<file path="config.mk">
export PLATFORM = sky130hd
export DESIGN_NAME = cts_send_trigger
export DESIGN_NICKNAME = d
export VERILOG_FILES = /design/src/hdl/cts_pkg.sv /design/src/hdl/cts_timebase.sv /design/src/hdl/cts_send_trigger.sv
export SDC_FILE = /design/constraint.sdc
export NUM_CORES = 2
export LEC_CHECK = 0
export ABC_AREA = 1
export BUFFER_PORTS_ARGS = -buffer_cell sky130_fd_sc_hd__buf_2
export CORE_MARGIN = 8
export CORE_UTILIZATION = 25
export CTS_CLUSTER_SIZE = 28
export DETAILED_ROUTE_END_ITERATION = 10
export SLEW_MARGIN = 5
export SYNTH_ARGS = -nofsm -noshare
export SYNTH_HDL_FRONTEND = slang
export SYNTH_SLANG_ARGS = --single-unit
</file>
<file path="constraint.sdc">
create_clock -name ref_clk -period 205.7 [get_ports ref_clk]
set_input_delay 10.285 -clock ref_clk [delete_from_list [all_inputs] [get_ports ref_clk]]
set_output_delay 10.285 -clock ref_clk [all_outputs]
set_load 0.03 [all_outputs]
</file>
<file path="src/hdl/cts_pkg.sv">
// Purpose: shared constants for the change threshold send trigger block
// Assumes: 200 MHz reference clock, 32-bit register port with byte addresses
// Notes:   offsets are byte addresses of aligned words
package cts_pkg;

  // clock and calculation cycle timing
  localparam int unsigned CTS_CLK_MHZ       = 200;
  localparam int unsigned CTS_CALC_MS       = 500;
  localparam int unsigned CTS_CALC_CYCLES   = CTS_CALC_MS * CTS_CLK_MHZ * 1000;
  localparam int unsigned CTS_TICKS_PER_SEC = 2;

  // integration formula constants
  localparam logic [31:0] CTS_DEV_SCALE = 32'h0000_000a;
  localparam logic [14:0] CTS_THR_MAX   = 15'h7fff;

  // time scheme unit multipliers in seconds
  localparam logic [11:0] CTS_MUL_SEC  = 12'h001;
  localparam logic [11:0] CTS_MUL_MIN  = 12'h03c;
  localparam logic [11:0] CTS_MUL_HOUR = 12'he10;

  // wall clock wrap values
  localparam logic [4:0] CTS_HOUR_LAST = 5'h17;
  localparam logic [5:0] CTS_MIN_LAST  = 6'h3b;
  localparam logic [5:0] CTS_SEC_LAST  = 6'h3b;

  // register offsets
  localparam logic [7:0] CTS_OFF_CTRL   = 8'h00;
  localparam logic [7:0] CTS_OFF_THRESH = 8'h04;
  localparam logic [7:0] CTS_OFF_TOD    = 8'h08;
  localparam logic [7:0] CTS_OFF_SCHEME = 8'h0c;
  localparam logic [7:0] CTS_OFF_EXTADR = 8'h10;
  localparam logic [7:0] CTS_OFF_ACC    = 8'h14;
  localparam logic [7:0] CTS_OFF_STATUS = 8'h18;
  localparam logic [7:0] CTS_OFF_TIME   = 8'h1c;

  // control register field positions
  localparam int CTS_CTRL_TIME_EN  = 0;
  localparam int CTS_CTRL_SCHEME   = 1;
  localparam int CTS_CTRL_EXT_EN   = 2;
  localparam int CTS_CTRL_AREA_LO  = 3;

  // reset values
  localparam logic [14:0] CTS_THRESH_RST = 15'h0000;
  localparam logic [15:0] CTS_SCH_CNT_RST = 16'h0000;

  // trigger bit memory area
  typedef enum logic [1:0] {
    CTS_AREA_DATA_BLOCK = 2'b00,
    CTS_AREA_MEMORY_BIT = 2'b01,
    CTS_AREA_INPUT_IMG  = 2'b10
  } cts_area_t;

  // time scheme unit
  typedef enum logic [1:0] {
    CTS_UNIT_SEC  = 2'b00,
    CTS_UNIT_MIN  = 2'b01,
    CTS_UNIT_HOUR = 2'b10
  } cts_unit_t;

  // cause of the last transfer
  typedef enum logic [2:0] {
    CTS_CAUSE_NONE = 3'b000,
    CTS_CAUSE_THR  = 3'b001,
    CTS_CAUSE_TIME = 3'b010,
    CTS_CAUSE_EXT  = 3'b100
  } cts_cause_t;

endpackage : cts_pkg

</file>
<file path="src/hdl/cts_timebase.sv">
// Purpose: free running time base with calculation tick and wall clock
// Assumes: ref_clk at 200 MHz, software may load the wall clock
// Notes:   ticks are one-cycle pulses that coincide with the updated time
`timescale 1ns/100ps
module cts_timebase
  import cts_pkg::*;
#(
  parameter int unsigned CALC_CYCLES = cts_pkg::CTS_CALC_CYCLES
)(
  input  wire logic       ref_clk,
  input  wire logic       sys_rst,
  input  wire logic       time_set,
  input  wire logic [4:0] set_hour,
  input  wire logic [5:0] set_min,
  input  wire logic [5:0] set_sec,
  output logic            calc_tick,
  output logic            sec_tick,
  output logic [4:0]      hour,
  output logic [5:0]      minute,
  output logic [5:0]      second
);

  // the divider needs at least two states per tick
  if (CALC_CYCLES < 2)
  begin : g_bad_calc
    $error("cts_timebase: unsupported CALC_CYCLES");
  end

  logic [31:0] div_q,  div_d;
  logic        half_q, half_d;
  logic        calc_q, calc_d;
  logic        sec_q,  sec_d;
  logic [4:0]  hr_q,   hr_d;
  logic [5:0]  mn_q,   mn_d;
  logic [5:0]  sc_q,   sc_d;

  // divider and wall clock next state
  always_comb
  begin
    div_d  = div_q + 32'h0000_0001;
    half_d = half_q;
    calc_d = 1'b0;
    sec_d  = 1'b0;
    hr_d   = hr_q;
    mn_d   = mn_q;
    sc_d   = sc_q;
    if (div_q == 32'(CALC_CYCLES - 1))
    begin
      div_d  = 32'h0000_0000;
      calc_d = 1'b1;
      half_d = ~half_q;
      if (half_q)
      begin
        sec_d = 1'b1;
        sc_d  = (sc_q == CTS_SEC_LAST) ? 6'h00 : sc_q + 6'h01;
        if (sc_q == CTS_SEC_LAST)
        begin
          mn_d = (mn_q == CTS_MIN_LAST) ? 6'h00 : mn_q + 6'h01;
          if (mn_q == CTS_MIN_LAST)
            hr_d = (hr_q == CTS_HOUR_LAST) ? 5'h00 : hr_q + 5'h01;
        end
      end
    end
    // a load wins over the running count
    if (time_set)
    begin
      hr_d = set_hour;
      mn_d = set_min;
      sc_d = set_sec;
    end
  end

  // register the time base
  always_ff @(posedge ref_clk)
  begin
    if (sys_rst)
    begin
      div_q  <= 32'h0000_0000;
      half_q <= 1'b0;
      calc_q <= 1'b0;
      sec_q  <= 1'b0;
      hr_q   <= 5'h00;
      mn_q   <= 6'h00;
      sc_q   <= 6'h00;
    end
    else
    begin
      div_q  <= div_d;
      half_q <= half_d;
      calc_q <= calc_d;
      sec_q  <= sec_d;
      hr_q   <= hr_d;
      mn_q   <= mn_d;
      sc_q   <= sc_d;
    end
  end

  assign calc_tick = calc_q;
  assign sec_tick  = sec_q;
  assign hour      = hr_q;
  assign minute    = mn_q;
  assign second    = sc_q;

endmodule : cts_timebase

</file>
<file path="src/hdl/cts_send_trigger.sv">
// Purpose: send trigger of one data object: change threshold, time and external bit
// Assumes: process values and trigger byte are scanned from controller memory
// Notes:   a transfer snapshots every channel of the object into the send buffer
`timescale 1ns/100ps
module cts_send_trigger
  import cts_pkg::*;
#(
  parameter int unsigned NCH         = 4,
  parameter int unsigned DW          = 16,
  parameter int unsigned CALC_CYCLES = cts_pkg::CTS_CALC_CYCLES
)(
  input  wire logic                ref_clk,
  input  wire logic                sys_rst,
  input  wire logic [7:0]          reg_addr,
  input  wire logic [31:0]         reg_wdata,
  input  wire logic                reg_wr,
  input  wire logic                reg_rd,
  output logic [31:0]              reg_rdata,
  input  wire logic [NCH*DW-1:0]   proc_values,
  input  wire logic                scan_tick,
  input  wire logic [7:0]          trig_byte_in,
  output cts_pkg::cts_area_t       trig_area,
  output logic [15:0]              trig_block_no,
  output logic [11:0]              trig_byte_no,
  output logic                     trig_clr,
  output logic [2:0]               trig_clr_bit,
  output logic                     xfer,
  output logic [NCH*DW-1:0]        send_data
);
  import cts_pkg::*;

  // refuse shapes the logic cannot serve
  if (NCH < 1 || DW < 2 || DW > 16 || CALC_CYCLES < 2)
  begin : g_bad_param
    $error("cts_send_trigger: unsupported parameter values");
  end

  logic        calc_tick;
  logic        sec_tick;
  logic [4:0]  hour;
  logic [5:0]  minute;
  logic [5:0]  second;
  logic        time_set;

  // configuration state
  logic        time_en_q,  time_en_d;
  logic        scheme_q,   scheme_d;
  logic        ext_en_q,   ext_en_d;
  cts_area_t   area_q,     area_d;
  logic [14:0] thr_q,      thr_d;
  logic        tod_ok_q,   tod_ok_d;
  logic [4:0]  tod_hr_q,   tod_hr_d;
  logic [5:0]  tod_mn_q,   tod_mn_d;
  logic [15:0] sch_cnt_q,  sch_cnt_d;
  cts_unit_t   sch_unit_q, sch_unit_d;
  logic [15:0] blk_q,      blk_d;
  logic [11:0] byte_q,     byte_d;
  logic [2:0]  bit_q,      bit_d;
  logic        cfg_wr;

  // trigger core state
  logic [31:0]       acc_q,    acc_d;
  logic [27:0]       sec_ctr_q, sec_ctr_d;
  logic              ext_prev_q, ext_prev_d;
  logic              xfer_q,   xfer_d;
  logic              clr_q,    clr_d;
  logic [NCH*DW-1:0] sbuf_q,   sbuf_d;
  cts_cause_t        cause_q,  cause_d;
  logic [31:0]       rdata_q,  rdata_d;

  // combinational trigger terms
  logic [DW-1:0] pv0;
  logic [DW-1:0] ref0;
  logic [31:0]   dev;
  logic [31:0]   den;
  logic [31:0]   step;
  logic [31:0]   acc_sum;
  logic [27:0]   interval;
  logic          thr_fire;
  logic          tod_fire;
  logic          sch_fire;
  logic          time_fire;
  logic          ext_bit;
  logic          ext_fire;
  logic          any_fire;

  // scheme unit to seconds, used only for the interval
  function automatic logic [11:0] unit_mul(input cts_unit_t u);
    case (u)
      CTS_UNIT_MIN:  unit_mul = CTS_MUL_MIN;
      CTS_UNIT_HOUR: unit_mul = CTS_MUL_HOUR;
      default:       unit_mul = CTS_MUL_SEC;
    endcase
  endfunction : unit_mul

  cts_timebase #(
    .CALC_CYCLES (CALC_CYCLES)
  ) u_timebase (
    .ref_clk   (ref_clk),
    .sys_rst   (sys_rst),
    .time_set  (time_set),
    .set_hour  (reg_wdata[20:16]),
    .set_min   (reg_wdata[13:8]),
    .set_sec   (reg_wdata[5:0]),
    .calc_tick (calc_tick),
    .sec_tick  (sec_tick),
    .hour      (hour),
    .minute    (minute),
    .second    (second)
  );

  assign time_set = reg_wr && (reg_addr == CTS_OFF_TIME);
  assign cfg_wr   = reg_wr && (reg_addr == CTS_OFF_CTRL || reg_addr == CTS_OFF_TOD ||
                               reg_addr == CTS_OFF_SCHEME);

  // register writes; reserved bits are dropped
  always_comb
  begin
    time_en_d  = time_en_q;
    scheme_d   = scheme_q;
    ext_en_d   = ext_en_q;
    area_d     = area_q;
    thr_d      = thr_q;
    tod_ok_d   = tod_ok_q;
    tod_hr_d   = tod_hr_q;
    tod_mn_d   = tod_mn_q;
    sch_cnt_d  = sch_cnt_q;
    sch_unit_d = sch_unit_q;
    blk_d      = blk_q;
    byte_d     = byte_q;
    bit_d      = bit_q;
    if (reg_wr && reg_addr == CTS_OFF_CTRL)
    begin
      // one mode bit keeps the alternatives exclusive
      time_en_d = reg_wdata[CTS_CTRL_TIME_EN];
      scheme_d  = reg_wdata[CTS_CTRL_SCHEME];
      ext_en_d  = reg_wdata[CTS_CTRL_EXT_EN];
      area_d    = (reg_wdata[CTS_CTRL_AREA_LO +: 2] == 2'b11) ? CTS_AREA_DATA_BLOCK
                                                               : cts_area_t'(reg_wdata[CTS_CTRL_AREA_LO +: 2]);
      // moving to scheme forgets the time of day
      if (reg_wdata[CTS_CTRL_SCHEME] && !scheme_q)
      begin
        tod_ok_d = 1'b0;
        tod_hr_d = 5'h00;
        tod_mn_d = 6'h00;
      end
    end
    else if (reg_wr && reg_addr == CTS_OFF_THRESH)
      // values above 32767 cannot be held
      thr_d = reg_wdata[14:0] & CTS_THR_MAX;
    else if (reg_wr && reg_addr == CTS_OFF_TOD)
    begin
      tod_ok_d = 1'b1;
      tod_hr_d = reg_wdata[12:8];
      tod_mn_d = reg_wdata[5:0];
    end
    else if (reg_wr && reg_addr == CTS_OFF_SCHEME)
    begin
      sch_cnt_d  = reg_wdata[15:0];
      sch_unit_d = (reg_wdata[17:16] == 2'b11) ? CTS_UNIT_SEC : cts_unit_t'(reg_wdata[17:16]);
    end
    else if (reg_wr && reg_addr == CTS_OFF_EXTADR)
    begin
      // block number, byte and bit of the trigger signal
      blk_d  = reg_wdata[15:0];
      byte_d = reg_wdata[27:16];
      bit_d  = reg_wdata[30:28];
    end
  end

  // configuration registers
  always_ff @(posedge ref_clk)
  begin
    if (sys_rst)
    begin
      time_en_q  <= 1'b0;
      scheme_q   <= 1'b0;
      ext_en_q   <= 1'b0;
      area_q     <= CTS_AREA_DATA_BLOCK;
      thr_q      <= CTS_THRESH_RST;
      tod_ok_q   <= 1'b0;
      tod_hr_q   <= 5'h00;
      tod_mn_q   <= 6'h00;
      sch_cnt_q  <= CTS_SCH_CNT_RST;
      sch_unit_q <= CTS_UNIT_SEC;
      blk_q      <= 16'h0000;
      byte_q     <= 12'h000;
      bit_q      <= 3'h0;
    end
    else
    begin
      time_en_q  <= time_en_d;
      scheme_q   <= scheme_d;
      ext_en_q   <= ext_en_d;
      area_q     <= area_d;
      thr_q      <= thr_d;
      tod_ok_q   <= tod_ok_d;
      tod_hr_q   <= tod_hr_d;
      tod_mn_q   <= tod_mn_d;
      sch_cnt_q  <= sch_cnt_d;
      sch_unit_q <= sch_unit_d;
      blk_q      <= blk_d;
      byte_q     <= byte_d;
      bit_q      <= bit_d;
    end
  end

  // deviation against the stored send buffer value, not the last sample
  assign pv0  = proc_values[DW-1:0];
  assign ref0 = sbuf_q[DW-1:0];
  assign dev  = (pv0 >= ref0) ? 32'(pv0 - ref0) : 32'(ref0 - pv0);

  // divider only sees a nonzero threshold; zero is gated below anyway
  assign den     = (dev * CTS_DEV_SCALE) / ((thr_q == 15'h0000) ? 32'h1 : 32'(thr_q)) + 32'h1;
  assign step    = dev / den;
  assign acc_sum = acc_q + step;

  // integration only on the 500 ms calculation tick
  // zero threshold disables the change trigger
  assign thr_fire = calc_tick && (thr_q != 15'h0000) && (acc_sum >= 32'(thr_q));

  // fire once at second zero of the matching minute
  assign tod_fire = !scheme_q && tod_ok_q && sec_tick && second == 6'h00 &&
                    hour == tod_hr_q && minute == tod_mn_q;
  // interval in seconds from count and unit
  assign interval = 28'(sch_cnt_q) * 28'(unit_mul(sch_unit_q)); // widened first so hours cannot wrap
  assign sch_fire = scheme_q && sec_tick && interval != 28'h0 && (sec_ctr_q + 28'h1 >= interval);
  // nothing from the clock unless the time trigger is active
  assign time_fire = time_en_q && (tod_fire || sch_fire);

  // rising edge of the scanned trigger bit
  assign ext_bit  = trig_byte_in[bit_q];
  assign ext_fire = ext_en_q && scan_tick && ext_bit && !ext_prev_q;

  assign any_fire = thr_fire || time_fire || ext_fire;

  // trigger core next state
  always_comb
  begin
    acc_d      = acc_q;
    sec_ctr_d  = sec_ctr_q;
    ext_prev_d = ext_prev_q;
    xfer_d     = any_fire;
    clr_d      = 1'b0;
    sbuf_d     = sbuf_q;
    cause_d    = cause_q;
    if (calc_tick)
      // threshold store restarts integration from the new reference
      acc_d = thr_fire ? 32'h0000_0000 : ((thr_q == 15'h0000) ? 32'h0000_0000 : acc_sum);
    // scheme counter restarts on any control, time of day or scheme write; a wall clock load leaves it running
    if (cfg_wr || !scheme_q || !time_en_q)
      sec_ctr_d = 28'h0;
    else if (sec_tick)
      sec_ctr_d = sch_fire ? 28'h0 : sec_ctr_q + 28'h1;
    if (scan_tick && ext_en_q)
    begin
      ext_prev_d = ext_bit;
      // memory and data block bits are reset after reading a one
      clr_d = ext_bit && (area_q != CTS_AREA_INPUT_IMG);
      // cleared bit reads back as zero next scan, so no edge is missed
      if (clr_d)
        ext_prev_d = 1'b0;
    end
    // every channel of the object is captured together
    // the present value becomes the stored reference
    if (any_fire)
    begin
      sbuf_d  = proc_values;
      cause_d = cts_cause_t'({ext_fire, time_fire, thr_fire});
    end
  end

  // trigger core registers
  always_ff @(posedge ref_clk)
  begin
    if (sys_rst)
    begin
      acc_q      <= 32'h0000_0000;
      sec_ctr_q  <= 28'h0;
      ext_prev_q <= 1'b0;
      xfer_q     <= 1'b0;
      clr_q      <= 1'b0;
      sbuf_q     <= '0;
      cause_q    <= CTS_CAUSE_NONE;
    end
    else
    begin
      acc_q      <= acc_d;
      sec_ctr_q  <= sec_ctr_d;
      ext_prev_q <= ext_prev_d;
      xfer_q     <= xfer_d;
      clr_q      <= clr_d;
      sbuf_q     <= sbuf_d;
      cause_q    <= cause_d;
    end
  end

  // read mux; unmapped offsets and reserved bits read zero
  always_comb
  begin
    rdata_d = 32'h0000_0000;
    if (!reg_rd)
      rdata_d = 32'h0000_0000;
    else if (reg_addr == CTS_OFF_CTRL)
      rdata_d = {27'h0, area_q, ext_en_q, scheme_q, time_en_q};
    else if (reg_addr == CTS_OFF_THRESH)
      rdata_d = {17'h0, thr_q};
    else if (reg_addr == CTS_OFF_TOD)
      rdata_d = {tod_ok_q, 18'h0, tod_hr_q, 2'h0, tod_mn_q};
    else if (reg_addr == CTS_OFF_SCHEME)
      rdata_d = {14'h0, sch_unit_q, sch_cnt_q};
    else if (reg_addr == CTS_OFF_EXTADR)
      rdata_d = {1'b0, bit_q, byte_q, blk_q};
    else if (reg_addr == CTS_OFF_ACC)
      rdata_d = acc_q;
    else if (reg_addr == CTS_OFF_STATUS)
      rdata_d = {13'h0, cause_q, 16'(ref0)};
    else if (reg_addr == CTS_OFF_TIME)
      rdata_d = {11'h0, hour, 2'h0, minute, 2'h0, second};
  end

  // read data valid only in the cycle after the strobe
  always_ff @(posedge ref_clk)
  begin
    if (sys_rst)
      rdata_q <= 32'h0000_0000;
    else
      rdata_q <= rdata_d;
  end

  assign reg_rdata     = rdata_q;
  assign trig_area     = area_q;
  assign trig_block_no = blk_q;
  assign trig_byte_no  = byte_q;
  assign trig_clr      = clr_q;
  assign trig_clr_bit  = bit_q;
  assign xfer          = xfer_q;
  assign send_data     = sbuf_q;
endmodule : cts_send_trigger

</file>
; ---- Word level (Yosys, flattened, before mapping)
; Index checks and enable logic that the tools add are counted.
; W data, S select, Z words.
[totals]
reg_bits = 295
input_bits = 117
out_inout_bits = 131
elab_cells = 184
[op_classes]
addsub = 9
n_mul = 2
div = 2
n_lt_le_gt_ge = 4
eq_ne = 20
muxes = 48
bitwise_logic = 8
n_reduce_logical = 59
[ops]
columns = op, n
row1 = $mux W32, 7
row2 = $mux W6, 13
row3 = $add A32 B1 Y32 const B, 2
row4 = $div A32 B32 Y32, 2
row5 = $mux W5, 11
row6 = $mux W21, 2
row7 = $sub A16 B16 Y17, 2
row8 = $add A32 B32 Y32, 1
row9 = $eq A32 B27 Y1 const B, 1
row10 = $eq A8 B5 Y1 const B, 4
row11 = $ge A32 B15 Y1, 1
row12 = $mul A32 B3 Y31 const B, 1
row13 = $mux W15, 2
row14 = $add A28 B1 Y28 const B, 1
row15 = $ge A28 B28 Y1, 1
row16 = $mul A16 B12 Y28, 1
row17 = $mux W28, 1
row18 = $reduce_bool A28 Y1, 1
row19 = $pmux W12 S2, 1
row20 = $logic_and A1 B1 Y1, 23
row21 = $eq A8 B4 Y1 const B, 2
row22 = $ge A16 B16 Y1, 1
row23 = $logic_not A15 Y1, 1
row24 = $reduce_bool A15 Y1, 1
row25 = 30 further kinds, 69

; ---- Logic depth before layout (Yosys ltp)
[logic_depth]
ltp_word = 11
depth_mapped = 1523
mapped_depth_nobuf = 1445

; ---- Cells and area by module
; Synthesis repeated with hierarchy kept, for this count alone.
[unflattened]
hier_cells = 11784
hier_area_um2 = 72608.4
[by_module_without_submodules]
columns = mod, n_inst, cells_each, area_each_um2, seq_area_each_um2
row1 = cts_send_trigger, 1, 11319, 69569.2, 4864.7
row2 = cts_timebase, 1, 465, 3039.2, 1041.0

; ---- Worst setup path after synthesis
; Ideal clock, no wire load.
[synth_timing]
path_kind = in2reg
startpoint = input proc_values[4]
endpoint = register sbuf_q[11] (netlist: send_data[11])
setup_time_ns = 0.128
t_arrival_ns = 194.730
required_ns = 205.572
path_slack_ns = 10.842
cell_stages = 1485
path_buffers = 86
cell_sequence = inv_1 > ha_1 > buf_2 > nand2_1 > nor2_1 > nand3_1 > nand3_2 > nand2_2 > nand2_4 > mux2i_1 > nor3_1 > a21oi_1 > o221ai_1 > nand4_1 > o21ai_0 > xor2_1 > inv_1 > ha_1 > [... 1449 more ...] > nand3_1 > nand2_1 > nand3_1 > nand2_1 > a21oi_1 > o21bai_1 > a21oi_1 > nor2_1 > nor2_1 > xor2_1 > nor4_1 > nand3_1 > nand2_1 > nand3_1 > clkbuf_1 > clkbuf_1 > o21ai_0 > a21oi_1
[synth_via]
elab_chain_len = 11
[synth_lines]
columns = item, line_no
row1 = start: declaration, cts_send_trigger.sv:19  ; input wire logic [NCH*DW-1:0] proc_values,
row2 = $sub A16 B16 Y17 / $ge A16 B16 Y1 (equally long branches), cts_send_trigger.sv:211  ; assign dev = (pv0 >= ref0) ? 32'(pv0 - ref0) : 32'(ref0 - pv0);
row3 = $mux W32 *, cts_send_trigger.sv:211
row4 = $mul A32 B3 Y31, cts_send_trigger.sv:214  ; assign den = (dev * CTS_DEV_SCALE) / ((thr_q == 15'h0000) ? 32'h1 : 32'(thr_q)) + 32'h1;
row5 = $div A32 B32 Y32, cts_send_trigger.sv:214
row6 = $add A32 B1 Y32, cts_send_trigger.sv:214
row7 = $div A32 B32 Y32 *, cts_send_trigger.sv:215  ; assign step = dev / den;
row8 = $add A32 B32 Y32 *, cts_send_trigger.sv:216  ; assign acc_sum = acc_q + step;
row9 = $ge A32 B15 Y1 *, cts_send_trigger.sv:220  ; assign thr_fire = calc_tick && (thr_q != 15'h0000) && (acc_sum >= 32'(thr_q));
row10 = $logic_and A1 B1 Y1 *, cts_send_trigger.sv:220
row11 = $logic_or A1 B1 Y1 * (2 in series), cts_send_trigger.sv:235  ; assign any_fire = thr_fire || time_fire || ext_fire;
row12 = end signal: assignment, cts_send_trigger.sv:293  ; sbuf_q <= sbuf_d;
row13 = end: declaration, cts_send_trigger.sv:67  ; logic [NCH*DW-1:0] sbuf_q, sbuf_d;
; Mark *: on every way between the ends. The rest lies on a longest branch, timed or not.
; A chain may end at the register's enable or synchronous reset.

==> metrics <==
vias in the first global route=about 68000; CTS Buf Count=31; IO Port Bufs=246; worst reg-to-reg path cell count=approximately 1400; Final Cycle Share=91.4%; Clock Latency Late Sink=about 0.60 ns; Startpoint Class=input pin; CTS tree=done; first-pass GRT wire length=about 360000 microns; Hold WC Path Type=flip-flop to flip-flop; Post-Synth Adder-Cell Area=approximately 22%; Reg clk slew, reported paths=0.07 ns; outcome=completed; Syn Std Cell Area=71400 sq um; worst slack at placement=~0.12 ns; 1st-iter DRT viols=between 4000 and 5000; critical path's most frequent cell=nand2_1; Post-synth EDFFs=0; Yosys cell types=87; # H-tree levels=1; I/O pin count=248; Seq. cell area=5910 sq um; Primary FF master, synth=dfxtp_1; dpl hpwl=~190000 microns; post-route worst setup slack=approximately 18 ns; DRC violations left=0; grt total ovfl=0; antenna violations before repair=14; relative slew slack=between 10% and 20%; fin area=~83000 sq um; # fillers=between 30000 and 40000; Async S/R FF share, synth=0%; Mapped Nets=12900; num rows=196; share of layout cells above drive strength 1=between 15 and 20%; CP max-delay cell=a221o_2; vias=between 70000 and 80000; fraction of synthesized area in multiplexers=0.0701%; most common cell after layout, fill and taps aside=nand2_1; YS warnings=0; Post-Synthesis Cells=around 12000; RR Startpoint=send_data[11]$_SDFFE_PP0P_; First-pass DRT Iterations=6; Finish-stage setup viols=0; Area Overhead vs Synth=16.8%; fmax=between 0.005 and 0.006 GHz; gr usage total=14.4%; hold buffer count at cts=0; DR WL/cell=approximately 15 microns; initial core utilization=25.1%; Final min period=roughly 190 ns; crit path DAT=~190 ns; MaxCap Viol Count=0; Worst Setup EP=send_data[39]$_SDFFE_PP0P_; register bit total from synthesis=295; worst reg2reg setup slack=around 27 ns; die area=around 300000 sq um; drt total wl=232000 microns; Synth Area in Compound Gates=between 10% and 20%; final hold viol count=0; clk sinks=approximately 300; die width=550 microns; Final Max Tran Viols=0; Post-DP Area=79700 sq um; Worst Path Required=206.23 ns; maximum buffer depth of the clock tree=3; multi-input logic area=~60000 sq um; actual slew at the worst max-slew pin=roughly 1.2 ns; Via density=roughly 4.7; Die Ht=roughly 550 microns; Routability Congestion=0.954; Post-Route Utilization=about 29%; largest net degree at the start of global routing=between 70 and 80; CORE AREA=around 280000 sq um; crit path launch=proc_values[13]; sequential fraction of the synthesis area=roughly 8.3%; Simple-Gate Fraction of Synth Area=between 30% and 40%; worst r2r dst=send_data[39]$_SDFFE_PP0P_; CP Class=input pin to flip-flop; clock root buffer=clkbuf_16; Mean Syn Cell Area=a little over 6 sq um; CP Capture Type=flip-flop; Max FO, Critical Path=24; most frequent cells in the layout=2700 x nand2_1, 1657 x inv_1, 1131 x ha_1; Final ANT Viol Nets=0; skew final=roughly 0.031 ns; final-stage net count=between 10000 and 15000; largest family of logic cells by synthesized area=simple AND/OR/NAND/NOR gates; XOR/XNOR Fraction of Synth Area=under 10%; slowest stage delay, CP=0.52 ns
==> state kept, by name, summed over array words and instances, names as in the netlist, 2 cells and up <==
| signal | flops |
|---|---|
| tod_mn_q | 6 |
| thr_q | 15 |
| trig_area | 2 |
| cause_q | 3 |
| sch_cnt_q | 16 |
| u_timebase.hour | 5 |
| trig_block_no | 16 |
| trig_clr_bit | 3 |
| u_timebase.minute | 6 |
| u_timebase.second | 6 |
| sec_ctr_q | 28 |
| sch_unit_q | 2 |
| tod_hr_q | 5 |
| send_data | 64 |
| reg_rdata | 32 |
| trig_byte_no | 12 |
| acc_q | 32 |
| u_timebase.div_q | 32 |
==> what timing repair did <==
action	4_1_cts	5_1_grt
pin swaps	0	133
endpoints found under the setup margin	82	83
buffers inserted	0	106
gates cloned	0	4
endpoints found under the hold margin	0	0
gates resized for setup	3	519
==> routing by layer <==
metal  global-route usage, %  vias up  part of all wire [%]
met2                    24.9     1535                    45
met4                    3.37       12                   3.1
li1                        -    39200                     -
met1                    19.3    33800                    46
met3                    1.46      272                   5.0
met5                       0        -                 0.034
==> worst max-delay path, delay by kind of cell <==
family	cells	cell delay [ns]
AOI/OAI and AO/OA	281	43.61
and+or+nand+nor	290	29.67
adders and majority gates	48	14.63
buffers and inverters	150	12.72
xor gates and xnor gates	2	0.50
muxes	1	0.22
==> worst min path at each step <==
stage                                   start                              to  slack, ns  cells after the start
2_1_floorplan  u_timebase.div_q[0]$_SDFF_PP0_  u_timebase.div_q[0]$_SDFF_PP0_       0.42                      1
3_5_place_dp   u_timebase.div_q[0]$_SDFF_PP0_  u_timebase.div_q[0]$_SDFF_PP0_       0.44                      1
4_1_cts        u_timebase.div_q[0]$_SDFF_PP0_  u_timebase.div_q[0]$_SDFF_PP0_       0.45                      1
6_report       u_timebase.div_q[0]$_SDFF_PP0_  u_timebase.div_q[0]$_SDFF_PP0_       0.45                      1
3_3_place_gp   u_timebase.div_q[0]$_SDFF_PP0_  u_timebase.div_q[0]$_SDFF_PP0_       0.43                      1
5_1_grt        u_timebase.div_q[0]$_SDFF_PP0_  u_timebase.div_q[0]$_SDFF_PP0_       0.47                      1
==> final cells by class <==
cell class,count,area share (%)
diodes,1,0.00300
clock inverters,14,0.226
clock buffers,42,1.06
repair buffers,825,7.01
well taps,3762,5.64
inverters,1832,8.32
flip-flops and latches,295,7.08
repair inverters,1,0.00900
multi-input cells,9189,70.6
==> cells in the mapped netlist (15+ instances only) <==
cell,number,share of area [%]
nand2_2,72,0.63
clkbuf_1,114,0.60
ha_1,1148,20
fa_1,81,2.3
o221ai_1,23,0.28
a32oi_1,15,0.18
nor4_1,45,0.39
buf_4,67,0.70
o2111ai_1,16,0.20
a21oi_1,1033,7.2
or2_2,165,1.4
nand3_1,532,3.7
o21bai_1,60,0.63
nor2_2,47,0.41
buf_2,47,0.33
nor2_1,933,4.9
inv_2,122,0.64
a31oi_1,37,0.32
a21o_1,88,0.93
o211ai_1,24,0.25
o22ai_1,22,0.19
clkinv_1,31,0.16
xor2_1,422,5.2
o21ai_2,26,0.32
nand4_1,168,1.5
nor3_1,99,0.69
buf_6,18,0.28
nor2_4,27,0.43
a221oi_1,27,0.33
nand3_2,47,0.66
nand3b_1,29,0.30
inv_1,1671,8.8
a211oi_1,57,0.60
nand2_4,20,0.32
o21ai_0,570,4.0
xnor2_1,310,3.8
o21ai_1,109,0.76
o21a_1,19,0.20
nand2_1,2720,14
dfxtp_1,295,8.3
o31ai_1,49,0.52
==> metrics by stage <==
step / hold slack (ns) / instances / setup TNS, ns
floorplan: 0.418 / 11600 / 0
global placement: 0.434 / 15800 / 0
detailed placement: 0.438 / 15800 / 0
CTS: 0.455 / 15900 / 0
global route: 0.470 / 16000 / -77.47
finish: 0.453 / 16000 / 0
==> kinds of logic after synthesis <==
| kind of cell | Yosys count |
|---|---|
| buffers and inverters | 2087 |
| flip-flops | 295 |
| AND/OR/NAND/NOR | 4976 |
| adder cells (fa/ha/maj) | 1229 |
| AO/OA/AOI/OAI | 2245 |
| multiplexers | 5 |
| XOR/XNOR | 732 |
Power is not shown: default switching activity piles up to over one toggle a cycle in this logic, so the estimate is an artifact.
